$ cat src/rtl/hpsc_defines.vh
// Summary of operation
// - each spi byte received shifts exactly one byte out, full duplex.
// - returned byte is next pending stream byte, or 0xff when none remains.
// - incoming spi bytes are message input only; no writable registers.
// - select strap 0 gives spi; strap 1 gives serial port plus i2c.
// - pins pair output/transmit, input/receive, select/i2c data, clock/i2c clock.
// - external reset low for at least 100 ms starts a cold start.
// - recovery strap low at power-up enters recovery boot, navigation disabled.
// - in recovery boot usb is out of service; serial, i2c, spi remain.
// - external interrupt inputs stay inactive after reset until configured.
// - enabled supervisor checks open and short, removes antenna power on short.
// - no antenna status reported unless voltage control enable is 1.
// - power disable output active high; low when enabled and no fault.
// - presence input high means antenna connected, low means not detected.
// - with antenna connected status goes initialising then ok.
// - parsing stops after 50 consecutive 0xff bytes, resumes on other byte.
`ifndef HPSC_DEFINES_VH
`define HPSC_DEFINES_VH
`define HPSC_CLK_KHZ 40000
`define HPSC_COLD_START_MS 100
`define HPSC_IDLE_BYTE 8'hff
`define HPSC_FF_STOP_COUNT 6'h32
`define HPSC_STRAP_DELAY 2'h2
`define HPSC_ANT_INIT_CYCLES 16'h0010
`define HPSC_ANT_RECOVER_CYCLES 16'h9c40
`define HPSC_STAT_NONE 3'h0
`define HPSC_STAT_INIT 3'h1
`define HPSC_STAT_OK 3'h2
`define HPSC_STAT_SHORT 3'h3
`define HPSC_STAT_OPEN 3'h4
`define HPSC_FIFO_DEPTH 16
`define HPSC_FIFO_AW 4
`endif

$ cat src/rtl/hpsc_sync.v
`timescale 1ns/100ps
`default_nettype none
module hpsc_sync #(
	parameter W = 1,
	parameter [W-1:0] INIT = {W{1'b1}}
) (
	input wire clk,
	input wire rst,
	input wire [W-1:0] din,
	output reg [W-1:0] dout
);
	reg [W-1:0] meta;
	// meta feeds only dout
	always @(posedge clk) begin
		if (rst) begin
			meta <= INIT;
			dout <= INIT;
		end else begin
			meta <= din;
			dout <= meta;
		end
	end
endmodule
`default_nettype wire

$ cat src/rtl/hpsc_fifo.v
`timescale 1ns/100ps
`default_nettype none
module hpsc_fifo #(
	parameter W = 8,
	parameter DEPTH = 16,
	parameter AW = 4
) (
	input wire clk,
	input wire rst,
	input wire in_valid,
	output wire in_ready,
	input wire [W-1:0] in_data,
	output wire out_valid,
	input wire out_ready,
	output wire [W-1:0] out_data
);
	reg [W-1:0] mem [0:DEPTH-1];
	reg [AW-1:0] wr_ptr;
	reg [AW-1:0] rd_ptr;
	reg [AW:0] count;
	wire push;
	wire pop;
	assign in_ready = (count != DEPTH[AW:0]);
	assign out_valid = (count != {(AW+1){1'b0}});
	assign out_data = mem[rd_ptr];
	assign push = in_valid & in_ready;
	assign pop = out_valid & out_ready;
	always @(posedge clk) begin
		if (push) begin
			mem[wr_ptr] <= in_data;
		end
	end
	always @(posedge clk) begin
		if (rst) begin
			wr_ptr <= {AW{1'b0}};
			rd_ptr <= {AW{1'b0}};
			count <= {(AW+1){1'b0}};
		end else begin
			if (push) begin
				wr_ptr <= wr_ptr + 1'b1;
			end
			if (pop) begin
				rd_ptr <= rd_ptr + 1'b1;
			end
			if (push & ~pop) begin
				count <= count + 1'b1;
			end else if (pop & ~push) begin
				count <= count - 1'b1;
			end
		end
	end
endmodule
`default_nettype wire

$ cat src/rtl/hpsc_top.v
`include "hpsc_defines.vh"
`timescale 1ns/100ps
`default_nettype none
module hpsc_top #(
	parameter CNT_W = 22,
	parameter [CNT_W-1:0] COLD_START_CYCLES = `HPSC_COLD_START_MS * `HPSC_CLK_KHZ,
	parameter [15:0] ANT_INIT_CYCLES = `HPSC_ANT_INIT_CYCLES,
	parameter [15:0] ANT_RECOVER_CYCLES = `HPSC_ANT_RECOVER_CYCLES
) (
	// clock and reset
	input wire CLK,
	input wire RST,
	// straps and external reset pin
	input wire PORT_SELECT_STRAP,
	input wire RECOVERY_STRAP_N,
	input wire EXT_RESET_N,
	output reg COLD_START,
	output reg PORT_SELECT,
	output reg RECOVERY_MODE,
	output wire NAV_ENABLE,
	output wire USB_ENABLE,
	// shared pins 42..45
	output reg PIN_TX_OUT,
	output wire PIN_TX_OE,
	input wire PIN_RX_IN,
	input wire PIN_SEL_SDA_IN,
	output wire PIN_SEL_SDA_OUT,
	output wire PIN_SEL_SDA_OE,
	input wire PIN_CLK_SCL_IN,
	// first serial port and i2c side
	input wire SERIAL_TXD,
	output wire SERIAL_RXD,
	output wire I2C_SDA_IN,
	input wire I2C_SDA_DRIVE_LOW,
	output wire I2C_SCL_IN,
	// outgoing message stream
	input wire TX_VALID,
	output wire TX_READY,
	input wire [7:0] TX_DATA,
	// incoming message bytes
	output reg RX_VALID,
	output reg [7:0] RX_DATA,
	output wire RX_PARSING,
	// time pulse sharing the recovery strap line
	input wire SECOND_TIME_PULSE_IN,
	input wire SECOND_TIME_PULSE_EN,
	output reg SECOND_TIME_PULSE_OUT,
	output wire SECOND_TIME_PULSE_OE,
	// external interrupts
	input wire [1:0] EXT_INTR_PIN,
	input wire [1:0] EXT_INTR_CFG,
	input wire EXT_INTR_CFG_LOAD,
	output reg [1:0] EXT_INTR_EVENT,
	// antenna supervisor
	input wire ANTENNA_VOLTAGE_CONTROL_ENABLE,
	input wire ANT_SHORT_DET_EN,
	input wire ANT_OPEN_DET_EN,
	input wire ANT_RECOVER_EN,
	input wire ANTENNA_PRESENCE_INPUT,
	input wire ANTENNA_SHORT_LOW,
	output reg ANTENNA_POWER_DISABLE,
	output reg [2:0] ANT_STATUS
);
	localparam [4:0] A_OFF = 5'h01;
	localparam [4:0] A_INIT = 5'h02;
	localparam [4:0] A_OK = 5'h04;
	localparam [4:0] A_SHORT = 5'h08;
	localparam [4:0] A_OPEN = 5'h10;
	function is_idle;
		input [7:0] b;
		begin
			is_idle = (b == `HPSC_IDLE_BYTE);
		end
	endfunction
	// pin synchronisers; idle levels high
	wire [9:0] raw_pins;
	wire [9:0] s_pins;
	assign raw_pins = {PORT_SELECT_STRAP, RECOVERY_STRAP_N, EXT_RESET_N, PIN_RX_IN, PIN_SEL_SDA_IN,
		PIN_CLK_SCL_IN, EXT_INTR_PIN, ANTENNA_PRESENCE_INPUT, ANTENNA_SHORT_LOW};
	hpsc_sync #(.W(10), .INIT(10'h3ff)) u_sync (
		.clk(CLK),
		.rst(RST),
		.din(raw_pins),
		.dout(s_pins)
	);
	wire s_sel_strap = s_pins[9];
	wire s_rec_n = s_pins[8];
	wire s_ext_rst_n = s_pins[7];
	wire s_rx = s_pins[6];
	wire s_cs_sda = s_pins[5];
	wire s_clk_scl = s_pins[4];
	wire [1:0] s_intr = s_pins[3:2];
	wire s_present = s_pins[1];
	wire s_short_n = s_pins[0];
	// strap capture after the synchronisers have settled
	reg [1:0] strap_cnt;
	reg strap_taken;
	always @(posedge CLK) begin
		if (RST) begin
			strap_cnt <= 2'h0;
			strap_taken <= 1'b0;
			PORT_SELECT <= 1'b1;
			RECOVERY_MODE <= 1'b0;
		end else if (!strap_taken) begin
			strap_cnt <= strap_cnt + 2'h1;
			if (strap_cnt == `HPSC_STRAP_DELAY) begin
				strap_taken <= 1'b1;
				PORT_SELECT <= s_sel_strap;
				RECOVERY_MODE <= ~s_rec_n;
			end
		end
	end
	assign NAV_ENABLE = strap_taken & ~RECOVERY_MODE;
	assign USB_ENABLE = strap_taken & ~RECOVERY_MODE;
	// time-pulse pin stays released until the strap is read
	assign SECOND_TIME_PULSE_OE = strap_taken & SECOND_TIME_PULSE_EN;
	// cold start after a long external reset, one pulse per hold
	reg [CNT_W-1:0] rst_cnt;
	reg cold_done;
	always @(posedge CLK) begin
		if (RST) begin
			rst_cnt <= {CNT_W{1'b0}};
			cold_done <= 1'b0;
			COLD_START <= 1'b0;
		end else begin
			COLD_START <= 1'b0;
			if (s_ext_rst_n) begin
				rst_cnt <= {CNT_W{1'b0}};
				cold_done <= 1'b0;
			end else if (!cold_done) begin
				if (rst_cnt == COLD_START_CYCLES - 1'b1) begin
					COLD_START <= 1'b1;
					cold_done <= 1'b1;
				end else begin
					rst_cnt <= rst_cnt + 1'b1;
				end
			end
		end
	end
	// port mux
	wire spi_mode = strap_taken & ~PORT_SELECT;
	wire spi_cs = spi_mode & ~s_cs_sda;
	reg spi_miso;
	assign PIN_TX_OE = PORT_SELECT | spi_cs;
	always @(posedge CLK) begin
		if (RST) begin
			PIN_TX_OUT <= 1'b1;
			SECOND_TIME_PULSE_OUT <= 1'b0;
		end else begin
			PIN_TX_OUT <= PORT_SELECT ? SERIAL_TXD : spi_miso;
			SECOND_TIME_PULSE_OUT <= SECOND_TIME_PULSE_IN;
		end
	end
	assign SERIAL_RXD = PORT_SELECT ? s_rx : 1'b1;
	assign I2C_SDA_IN = PORT_SELECT ? s_cs_sda : 1'b1;
	assign I2C_SCL_IN = PORT_SELECT ? s_clk_scl : 1'b1;
	assign PIN_SEL_SDA_OUT = 1'b0;
	assign PIN_SEL_SDA_OE = PORT_SELECT & I2C_SDA_DRIVE_LOW;
	// outgoing stream buffer
	wire fifo_valid;
	wire [7:0] fifo_data;
	reg fifo_pop;
	hpsc_fifo #(.W(8), .DEPTH(`HPSC_FIFO_DEPTH), .AW(`HPSC_FIFO_AW)) u_fifo (
		.clk(CLK),
		.rst(RST),
		.in_valid(TX_VALID),
		.in_ready(TX_READY),
		.in_data(TX_DATA),
		.out_valid(fifo_valid),
		.out_ready(fifo_pop),
		.out_data(fifo_data)
	);
	wire [7:0] next_out_byte = fifo_valid ? fifo_data : `HPSC_IDLE_BYTE;
	// spi slave, mode 0: sample on rising, shift on falling
	reg clk_prev;
	reg tx_from_fifo;
	reg cs_prev;
	reg [2:0] bit_cnt;
	reg [7:0] rx_shift;
	reg [7:0] tx_shift;
	reg load_pending;
	reg [5:0] ff_run;
	wire sclk_rise = spi_cs & s_clk_scl & ~clk_prev;
	wire sclk_fall = spi_cs & ~s_clk_scl & clk_prev;
	wire cs_start = spi_cs & ~cs_prev;
	wire [7:0] rx_byte = {rx_shift[6:0], s_rx};
	wire byte_done = sclk_rise & (bit_cnt == 3'h7);
	assign RX_PARSING = (ff_run != `HPSC_FF_STOP_COUNT);
	always @* begin
		spi_miso = tx_shift[7];
		fifo_pop = fifo_valid & tx_from_fifo & byte_done;
	end
	always @(posedge CLK) begin
		if (RST) begin
			clk_prev <= 1'b0;
			cs_prev <= 1'b0;
			bit_cnt <= 3'h0;
			rx_shift <= 8'h00;
			tx_shift <= `HPSC_IDLE_BYTE;
			load_pending <= 1'b0;
			tx_from_fifo <= 1'b0;
			ff_run <= 6'h00;
			RX_VALID <= 1'b0;
			RX_DATA <= 8'h00;
		end else begin
			clk_prev <= s_clk_scl;
			cs_prev <= spi_cs;
			RX_VALID <= 1'b0;
			if (!spi_cs) begin
				bit_cnt <= 3'h0;
				load_pending <= 1'b0;
			end else if (cs_start) begin
				tx_shift <= next_out_byte;
				tx_from_fifo <= fifo_valid;
				bit_cnt <= 3'h0;
				load_pending <= 1'b0;
			end else begin
				if (sclk_rise) begin
					rx_shift <= rx_byte;
					bit_cnt <= bit_cnt + 3'h1;
					load_pending <= byte_done;
					tx_from_fifo <= tx_from_fifo & ~byte_done;
				end
				if (sclk_fall) begin
					// peek only; the pop waits for the 8th bit, so a cs rise between bytes loses none
					if (load_pending) begin
						tx_shift <= next_out_byte;
						tx_from_fifo <= fifo_valid;
						load_pending <= 1'b0;
					end else begin
						tx_shift <= {tx_shift[6:0], 1'b1};
					end
				end
			end
			// received bytes only feed the message parser, never registers
			if (byte_done) begin
				if (is_idle(rx_byte)) begin
					if (RX_PARSING) begin
						ff_run <= ff_run + 6'h01;
						RX_VALID <= 1'b1;
						RX_DATA <= rx_byte;
					end
				end else begin
					ff_run <= 6'h00;
					RX_VALID <= 1'b1;
					RX_DATA <= rx_byte;
				end
			end
		end
	end
	// external interrupts, off until loaded
	reg [1:0] intr_en;
	reg [1:0] intr_prev;
	always @(posedge CLK) begin
		if (RST) begin
			intr_en <= 2'h0;
			intr_prev <= 2'h3;
			EXT_INTR_EVENT <= 2'h0;
		end else begin
			if (EXT_INTR_CFG_LOAD) begin
				intr_en <= EXT_INTR_CFG;
			end
			intr_prev <= s_intr;
			EXT_INTR_EVENT <= s_intr & ~intr_prev & intr_en;
		end
	end
	// antenna supervisor
	reg [4:0] ant_state;
	reg [4:0] next_ant_state;
	reg [15:0] ant_cnt;
	wire short_seen = ANT_SHORT_DET_EN & ~s_short_n;
	wire open_seen = ANT_OPEN_DET_EN & ~s_present;
	wire ant_tick = (ant_state == A_INIT) ? (ant_cnt == ANT_INIT_CYCLES) :
		(ant_cnt == ANT_RECOVER_CYCLES);
	always @* begin
		next_ant_state = ant_state;
		case (ant_state)
			A_OFF: begin
				next_ant_state = A_INIT;
			end
			A_INIT: begin
				if (ant_tick) begin
					if (short_seen) begin
						next_ant_state = A_SHORT;
					end else if (open_seen) begin
						next_ant_state = A_OPEN;
					end else begin
						next_ant_state = A_OK;
					end
				end
			end
			A_OK, A_OPEN: begin
				if (short_seen) begin
					next_ant_state = A_SHORT;
				end else if (open_seen) begin
					next_ant_state = A_OPEN;
				end else begin
					next_ant_state = A_OK;
				end
			end
			A_SHORT: begin
				// sticky unless recovery retest, short detection toggled off or voltage control enable dropped
				if (!ANT_SHORT_DET_EN || (ANT_RECOVER_EN && ant_tick)) begin
					next_ant_state = A_INIT;
				end
			end
			default: begin
				next_ant_state = A_OFF;
			end
		endcase
		if (!ANTENNA_VOLTAGE_CONTROL_ENABLE) begin
			next_ant_state = A_OFF;
		end
	end
	always @(posedge CLK) begin
		if (RST) begin
			ant_state <= A_OFF;
			ant_cnt <= 16'h0000;
			ANTENNA_POWER_DISABLE <= 1'b0;
			ANT_STATUS <= `HPSC_STAT_NONE;
		end else begin
			ant_state <= next_ant_state;
			if (next_ant_state != ant_state) begin
				ant_cnt <= 16'h0000;
			end else if (!ant_tick) begin
				ant_cnt <= ant_cnt + 16'h0001;
			end
			ANTENNA_POWER_DISABLE <= (next_ant_state == A_SHORT);
			case (next_ant_state)
				A_INIT: ANT_STATUS <= `HPSC_STAT_INIT;
				A_OK: ANT_STATUS <= `HPSC_STAT_OK;
				A_SHORT: ANT_STATUS <= `HPSC_STAT_SHORT;
				A_OPEN: ANT_STATUS <= `HPSC_STAT_OPEN;
				default: ANT_STATUS <= `HPSC_STAT_NONE;
			endcase
		end
	end
endmodule
`default_nettype wire

$ cat config.mk
export PLATFORM = sky130hd
export DESIGN_NAME = hpsc_top
export DESIGN_NICKNAME = d
export VERILOG_FILES = /design/src/rtl/hpsc_sync.v /design/src/rtl/hpsc_fifo.v /design/src/rtl/hpsc_top.v
export VERILOG_INCLUDE_DIRS = /design/src /design/src/rtl
export SDC_FILE = /design/constraint.sdc
export NUM_CORES = 1
export LEC_CHECK = 0
export ABC_CLOCK_PERIOD_IN_PS = 4450
export BUFFER_PORTS_ARGS = -buffer_cell sky130_fd_sc_hd__buf_2
export CELL_PAD_IN_SITES_DETAIL_PLACEMENT = 0
export CELL_PAD_IN_SITES_GLOBAL_PLACEMENT = 1
export CORE_MARGIN = 4
export CORE_UTILIZATION = 47
export DETAILED_ROUTE_END_ITERATION = 16
export PLACE_DENSITY = 0.71
export SETUP_SLACK_MARGIN = 0.15
export SLEW_MARGIN = 40
export SYNTH_ARGS = -nofsm -noshare
export SYNTH_HDL_FRONTEND = slang
export SYNTH_HIERARCHICAL = 1
export SYNTH_SLANG_ARGS = --single-unit
$ cat constraint.sdc
create_clock -name CLK -period 4.45 [get_ports CLK]
set_clock_uncertainty 0.15 [all_clocks]
set_input_delay 0.89 -clock CLK [delete_from_list [all_inputs] [get_ports CLK]]
set_output_delay 0.89 -clock CLK [all_outputs]
set_load 0.03 [all_outputs]
# Word-level counts from Yosys, hierarchy flattened
# Memories as Yosys holds them, arrays and structs flattened. A register that Yosys moved wholly into a read port is not among the register bits.
# Cells that the tools add are included.
[classes]
bitwise = 41
addsub = 9
n_eq_ne = 19
n_mux = 39
n_mul = 0
div = 0
n_shift = 0
magnitude_cmp = 0
n_reduce_logical = 17
[op_table]
columns = ["operator", "count"]
rows = [
  ["8-bit 2-to-1 mux", 6],
  ["5-bit 2-to-1 mux", 7],
  ["22-bit by 1-bit adder with 22-bit output, second input constant", 1],
  ["22-bit equality test, second input constant", 1],
  ["1-bit AND", 20],
  ["1-bit 2-to-1 mux", 20],
  ["5-bit one-hot mux with 4 select lines", 1],
  ["1-bit NOT", 17],
  ["16-bit by 1-bit adder with 16-bit output, second input constant", 1],
  ["16-bit equality test, second input constant", 1],
  ["16-bit by 5-bit equality test with 1-bit output, second input constant", 1],
  ["6-bit 2-to-1 mux", 2],
  ["3-bit one-hot mux with 4 select lines", 1],
  ["5-bit by 2-bit equality test with 1-bit output, second input constant", 2],
  ["5-bit by 3-bit equality test with 1-bit output, second input constant", 2],
  ["5-bit by 4-bit equality test with 1-bit output, second input constant", 2],
  ["5-bit equality test, second input constant", 2],
  ["4-bit by 1-bit adder with 4-bit output, second input constant", 2],
  ["8-bit equality test, second input constant", 1],
  ["4-bit 2-to-1 mux", 2],
  ["2-bit AND reduction", 4],
  ["2-bit OR reduction", 4],
  ["6-bit by 1-bit adder with 6-bit output, second input constant", 1],
  ["6-bit inequality test, second input constant", 1],
  ["other kinds (20)", 23],
]
[totals]
n_memories = 1
latchBits = 0
elab_cells = 157
out_inout_bits = 31
regBits = 132
romBits = 0
ramBits = 128
[memory_table]
columns = ["name", "depth", "word_bits", "read_ports", "rd_clocked_by_memory_dff", "wr", "line", "text"]
rows = [
  ["u_fifo.mem", 16, 8, 1, 1, 1, "hpsc_fifo.v:17", "reg [W-1:0] mem [0:DEPTH-1];"],
]

# Longest topological paths before layout
[depth]
depth_word = 12
depth_mapped = 12
depth_no_buf = 12

# By module
# Netlist, hierarchy kept.
[modules_own_cells]
columns = ["mod", "cells_per_inst", "area_each_um2", "seq_area_each_um2", "n_inst"]
rows = [
  ["hpsc_fifo", 311, 5761.8, 4184.0, 1],
  ["hpsc_top", 501, 4609.4, 1981.9, 1],
  ["hpsc_sync", 42, 548.0, 400.4, 1],
]

# Worst setup path after synthesis
# OpenSTA, ideal clock, no wires.
[synth_timing]
path_kind = "reg2reg"
startpoint = "register PORT_SELECT"
endpoint = "register u_fifo.count[4]"
required_time_ns = 4.179
period_less_slack_ns = 3.396
setup_slack_ns = 1.054
path_buffers = 1
setup_time_ns = 0.121
arrival_time_ns = 3.125
path_stages_with_launch = 13
path_cell_list = "dfxtp_1 clkbuf_1 nor3b_1 and4_1 and3_1 o21ai_4 ha_1 inv_1 ha_1 a21oi_1 a211oi_1 a31oi_1 mux2_2"
[synth_between]
elab_chain_len = 11
[synth_rtl]
columns = ["item", "line", "text"]
rows = [
  ["start, declared", "hpsc_top.v:18", "output reg PORT_SELECT,"],
  ["start signal, assigned", "hpsc_top.v:108", "PORT_SELECT <= s_sel_strap;"],
  ["1-bit NOT *", "hpsc_top.v:141", "wire spi_mode = strap_taken & ~PORT_SELECT;"],
  ["1-bit AND *", "hpsc_top.v:141", ""],
  ["1-bit AND *", "hpsc_top.v:142", "wire spi_cs = spi_mode & ~s_cs_sda;"],
  ["1-bit AND * (2 in a row)", "hpsc_top.v:183", "wire sclk_rise = spi_cs & s_clk_scl & ~clk_prev;"],
  ["1-bit AND *", "hpsc_top.v:187", "wire byte_done = sclk_rise & (bit_cnt == 3'h7);"],
  ["1-bit AND *", "hpsc_top.v:191", "fifo_pop = fifo_valid & tx_from_fifo & byte_done;"],
  ["named net fifo_pop", "hpsc_top.v:162", "reg fifo_pop;"],
  ["1-bit AND *", "hpsc_fifo.v:27", "assign pop = out_valid & out_ready;"],
  ["1-bit NOT", "hpsc_fifo.v:45", "if (push & ~pop) begin"],
  ["1-bit AND", "hpsc_fifo.v:45", ""],
  ["5-bit 2-to-1 mux or 2-bit nonzero test (tied branches)", "--", ""],
  ["end signal, assigned", "hpsc_fifo.v:37", "count <= {(AW+1){1'b0}};"],
  ["end signal, assigned", "hpsc_fifo.v:46", "count <= count + 1'b1;"],
  ["end signal, assigned", "hpsc_fifo.v:48", "count <= count - 1'b1;"],
  ["end, declared", "hpsc_fifo.v:20", "reg [AW:0] count;"],
]
# Mark *: on every way through the listed nets, which the timed path passes. The rest lies on a longest branch.
# A chain may end at the register's enable or synchronous reset.

# Final worst setup path
[layout_timing]
startpoint = "register u_fifo.count[0]"
endpoint = "register u_fifo.count[4]"
[layout_between]
elab_chain_len = 7
[layout_rtl]
columns = ["item", "line", "text"]
rows = [
  ["5-bit nonzero test *", "hpsc_fifo.v:24", "assign out_valid = (count != {(AW+1){1'b0}});"],
  ["named net fifo_valid", "hpsc_top.v:160", "wire fifo_valid;"],
  ["1-bit AND * (2 in a row)", "hpsc_top.v:191", ""],
  ["named net fifo_pop", "hpsc_top.v:162", ""],
  ["1-bit AND *", "hpsc_fifo.v:27", ""],
  ["1-bit NOT", "hpsc_fifo.v:45", ""],
  ["1-bit AND", "hpsc_fifo.v:45", ""],
  ["5-bit 2-to-1 mux or 2-bit nonzero test (tied branches)", "--", ""],
]
# Mark *: on every way through the listed nets, which the timed path passes. The rest lies on a longest branch. The select of a mux whose other input is x is not followed.

==> impl_metrics.tcl <==
set metrics [dict create \
    finalSetupViolations 0 \
    regToRegSetupSlack_ns 0.97 \
    cts-root-buf "clkbuf_16" \
    antenna_cells 0 \
    cap_violations 0 \
    core_area_um2 22800 \
    rsz0062_at_grt "no" \
    synthArstFlopShare_pct 0 \
    slew_violations 0 \
    ys_dominant_reg_cell "dfxtp_1" \
    fin_area_um2 12500 \
    post_route_cells_drive_above_1_share_pct 19.9 \
    synth_area_leader_cell "edfxtp_1" \
    vias_per_cell 5.36 \
    yosysWarnings 6 \
    die_h_um 160 \
    clockBufferDepth 3 \
    io_pins 63 \
    finish.utilization_pct 54.8 \
    tightest_slew_ns 0.823 \
    initial_core_util_pct 47.9 \
    path_class "reg2reg" \
    clock_latency_ns 0.54 \
    drt_iter0_drc 417 \
    fin_crit_sh_pct 78.3 \
    fp-row-count 55 \
    fp.dieArea_um2 25700 \
    wire_per_inst_um 16.7 \
    placed_cell_area_um2 11500 \
    syn_area_um2 10900 \
    fillers 1887 \
    slew_headroom_pct 44.9 \
    r2r_cells 11 \
    avgSynthCellArea_um2 12.8 \
    grt_antenna_before_repair 1 \
    worst_hold_slack_ns 0.249 \
    synth_edf_count 128 \
    pre_cts_slack_ns 1.03 \
    fin_nets 966 \
    cp-start-kind "flop" \
    ys_seq_area_share_pct 60.1 \
    routabilityCongestion 0.794 \
    period_minus_slack_ns 3.48 \
    synth_cells 854 \
    postCtsSetupRepairBufs 0 \
    final_common_cell "dfxtp_1" \
    post_cts_resized 0 \
    clk_pin_slew_ns 0.06 \
    first_pass_iters 4 \
    tns_ns 0 \
    synth_nets 904 \
    peakVddDrop_v 0.000500 \
    first_global_vias 6773 \
    htree_levels 1 \
    die_w_um 160 \
    grt_pass1_wl_um 35000 \
    p_per_area_nw_per_um2 441 \
    status "complete, no violations" \
    route.detailed.drc 0 \
    critPathRequiredTime_ns 4.73 \
    synth.area.top_cells "edfxtp_1 (35%), dfxtp_1 (25%), mux4_2 (6.6%), nor2_1 (3.5%), mux2i_1 (2.2%)" \
    synth_cell_type_count 67 \
    grt_usage_pct 16.3 \
    cp_max_fo 9 \
    timing.fmax_mhz 287 \
    worstPathArrival_ns 3.76 \
    hold_class "reg2reg" \
    synth_top_area_share_pct 35.2 \
    end_kind "flop" \
    hold_viol 0 \
    wl_um 20900 \
    cts.sinks 264 \
    layout_common_cells "dfxtp_1 (134), edfxtp_1 (128), nor2_1 (100)" \
    cts_tree "yes" \
    synth_seq_cells 264 \
    power.leakage_nw 4.37 \
    numPortBuffers 61 \
    dp_hpwl_um 13900 \
    vias 6696 \
    grt-ovfl-total 0 \
    grt_max_degree 80 \
    hold_path_depth 1 \
    ant_nets 0 \
    syn2layout_area_growth_pct 14.2 \
    hold_buffers 0 \
    numCtsBuffers 28 \
    setup_slack_ns 0.967 \
]
kinds of logic after synthesis:
| group | share of synthesized area, % |
|---|---|
| other | 0.0343 |
| buffers and inverters | 2.81 |
| AND/OR/NAND/NOR | 15.7 |
| adder cells (fa/ha/maj) | 2.13 |
| AO/OA/AOI/OAI | 6.33 |
| XOR/XNOR | 3.93 |
| flip-flops | 60.1 |
| multiplexers | 8.90 |
layer usage:
metal	up-vias	track usage [%]	share of wire, %
met1	3287	23.2	48
met3	32	2.87	5.2
met2	125	26.3	46
met4	2	3.56	1.5
li1	3250	-	-
met5	-	0	0.034
synthesized netlist by cell type (all sizes together), types with 12 or more instances:
cell	number
o21ai	12
nor2b	14
mux4	32
ha	17
inv	31
nor3	13
a21oi	19
clkbuf	20
nand3	18
and2	14
nand4	14
dfxtp	136
or2	24
a22oi	17
xor2	22
nor2	104
edfxtp	128
xnor2	27
nor4	28
buf	18
nand2	35
mux2i	24
flip-flops by register name, summed over array words and instances (netlist names), 3 cells and up, named ones only:
| name | flops |
|---|---|
| ANT_STATUS | 3 |
| RX_DATA | 8 |
| ant_cnt | 16 |
| ant_state | 5 |
| bit_cnt | 3 |
| ff_run | 6 |
| rst_cnt | 22 |
| rx_shift | 7 |
| tx_shift | 8 |
| u_fifo/count | 5 |
| u_fifo/mem | 128 |
| u_fifo/rd_ptr | 4 |
| u_fifo/wr_ptr | 4 |
| u_sync/dout | 10 |
| u_sync/meta | 10 |
worst max-delay path: stages (launching register included):
cell,delay [ns]
dfxtp_1,0.38
nor4_1,0.55
nand2_1,0.36
and3_1,0.33
o21ai_4,0.10
ha_1,0.21
inv_1,0.12
ha_1,0.34
a21oi_1,0.22
a211oi_1,0.10
a31oi_1,0.17
mux2_2,0.34
final timing paths:
path,startpoint,endpoint
hold / removal,u_sync/meta[4]$_SDFF_PP1_,u_sync/dout[4]$_SDFF_PP1_
setup / recovery,u_fifo/count[0]$_SDFFE_PP0P_,u_fifo/count[4]$_SDFFE_PP0P_
hold reg to reg,u_sync/meta[4]$_SDFF_PP1_,u_sync/dout[4]$_SDFF_PP1_
setup reg to reg,u_fifo/count[0]$_SDFFE_PP0P_,u_fifo/count[4]$_SDFFE_PP0P_
metrics by stage:
stage | total power [mW] | instances
floorplan | 3.10 | 854
finish | 5.50 | 1250
detailed placement | 3.25 | 1199
global route | 5.74 | 1250
global placement | 3.22 | 1198
CTS | 5.56 | 1250
area by class of cell:
class / instances / area (µm²) / share of cell area, %
Multi-Input combinational cell: 521 / 4060 / 32.6
Sequential cell: 264 / 6570 / 52.7
Timing Repair Buffer: 70 / 389 / 3.12
Tap cell: 313 / 392 / 3.14
Clock inverter: 14 / 121 / 0.973
Clock buffer: 37 / 818 / 6.56
Inverter: 31 / 116 / 0.933
where the power goes:
group | total (mW) | leakage [nW] | switching [mW] | internal (mW)
clock | 2.30 | 0.457 | 0.943 | 1.36
combinational | 0.497 | 1.65 | 0.311 | 0.186
sequential | 2.70 | 2.26 | 0.0699 | 2.63
total | 5.50 | 4.37 | 1.32 | 4.17
Note: power is estimated with default switching activity, not from simulation.
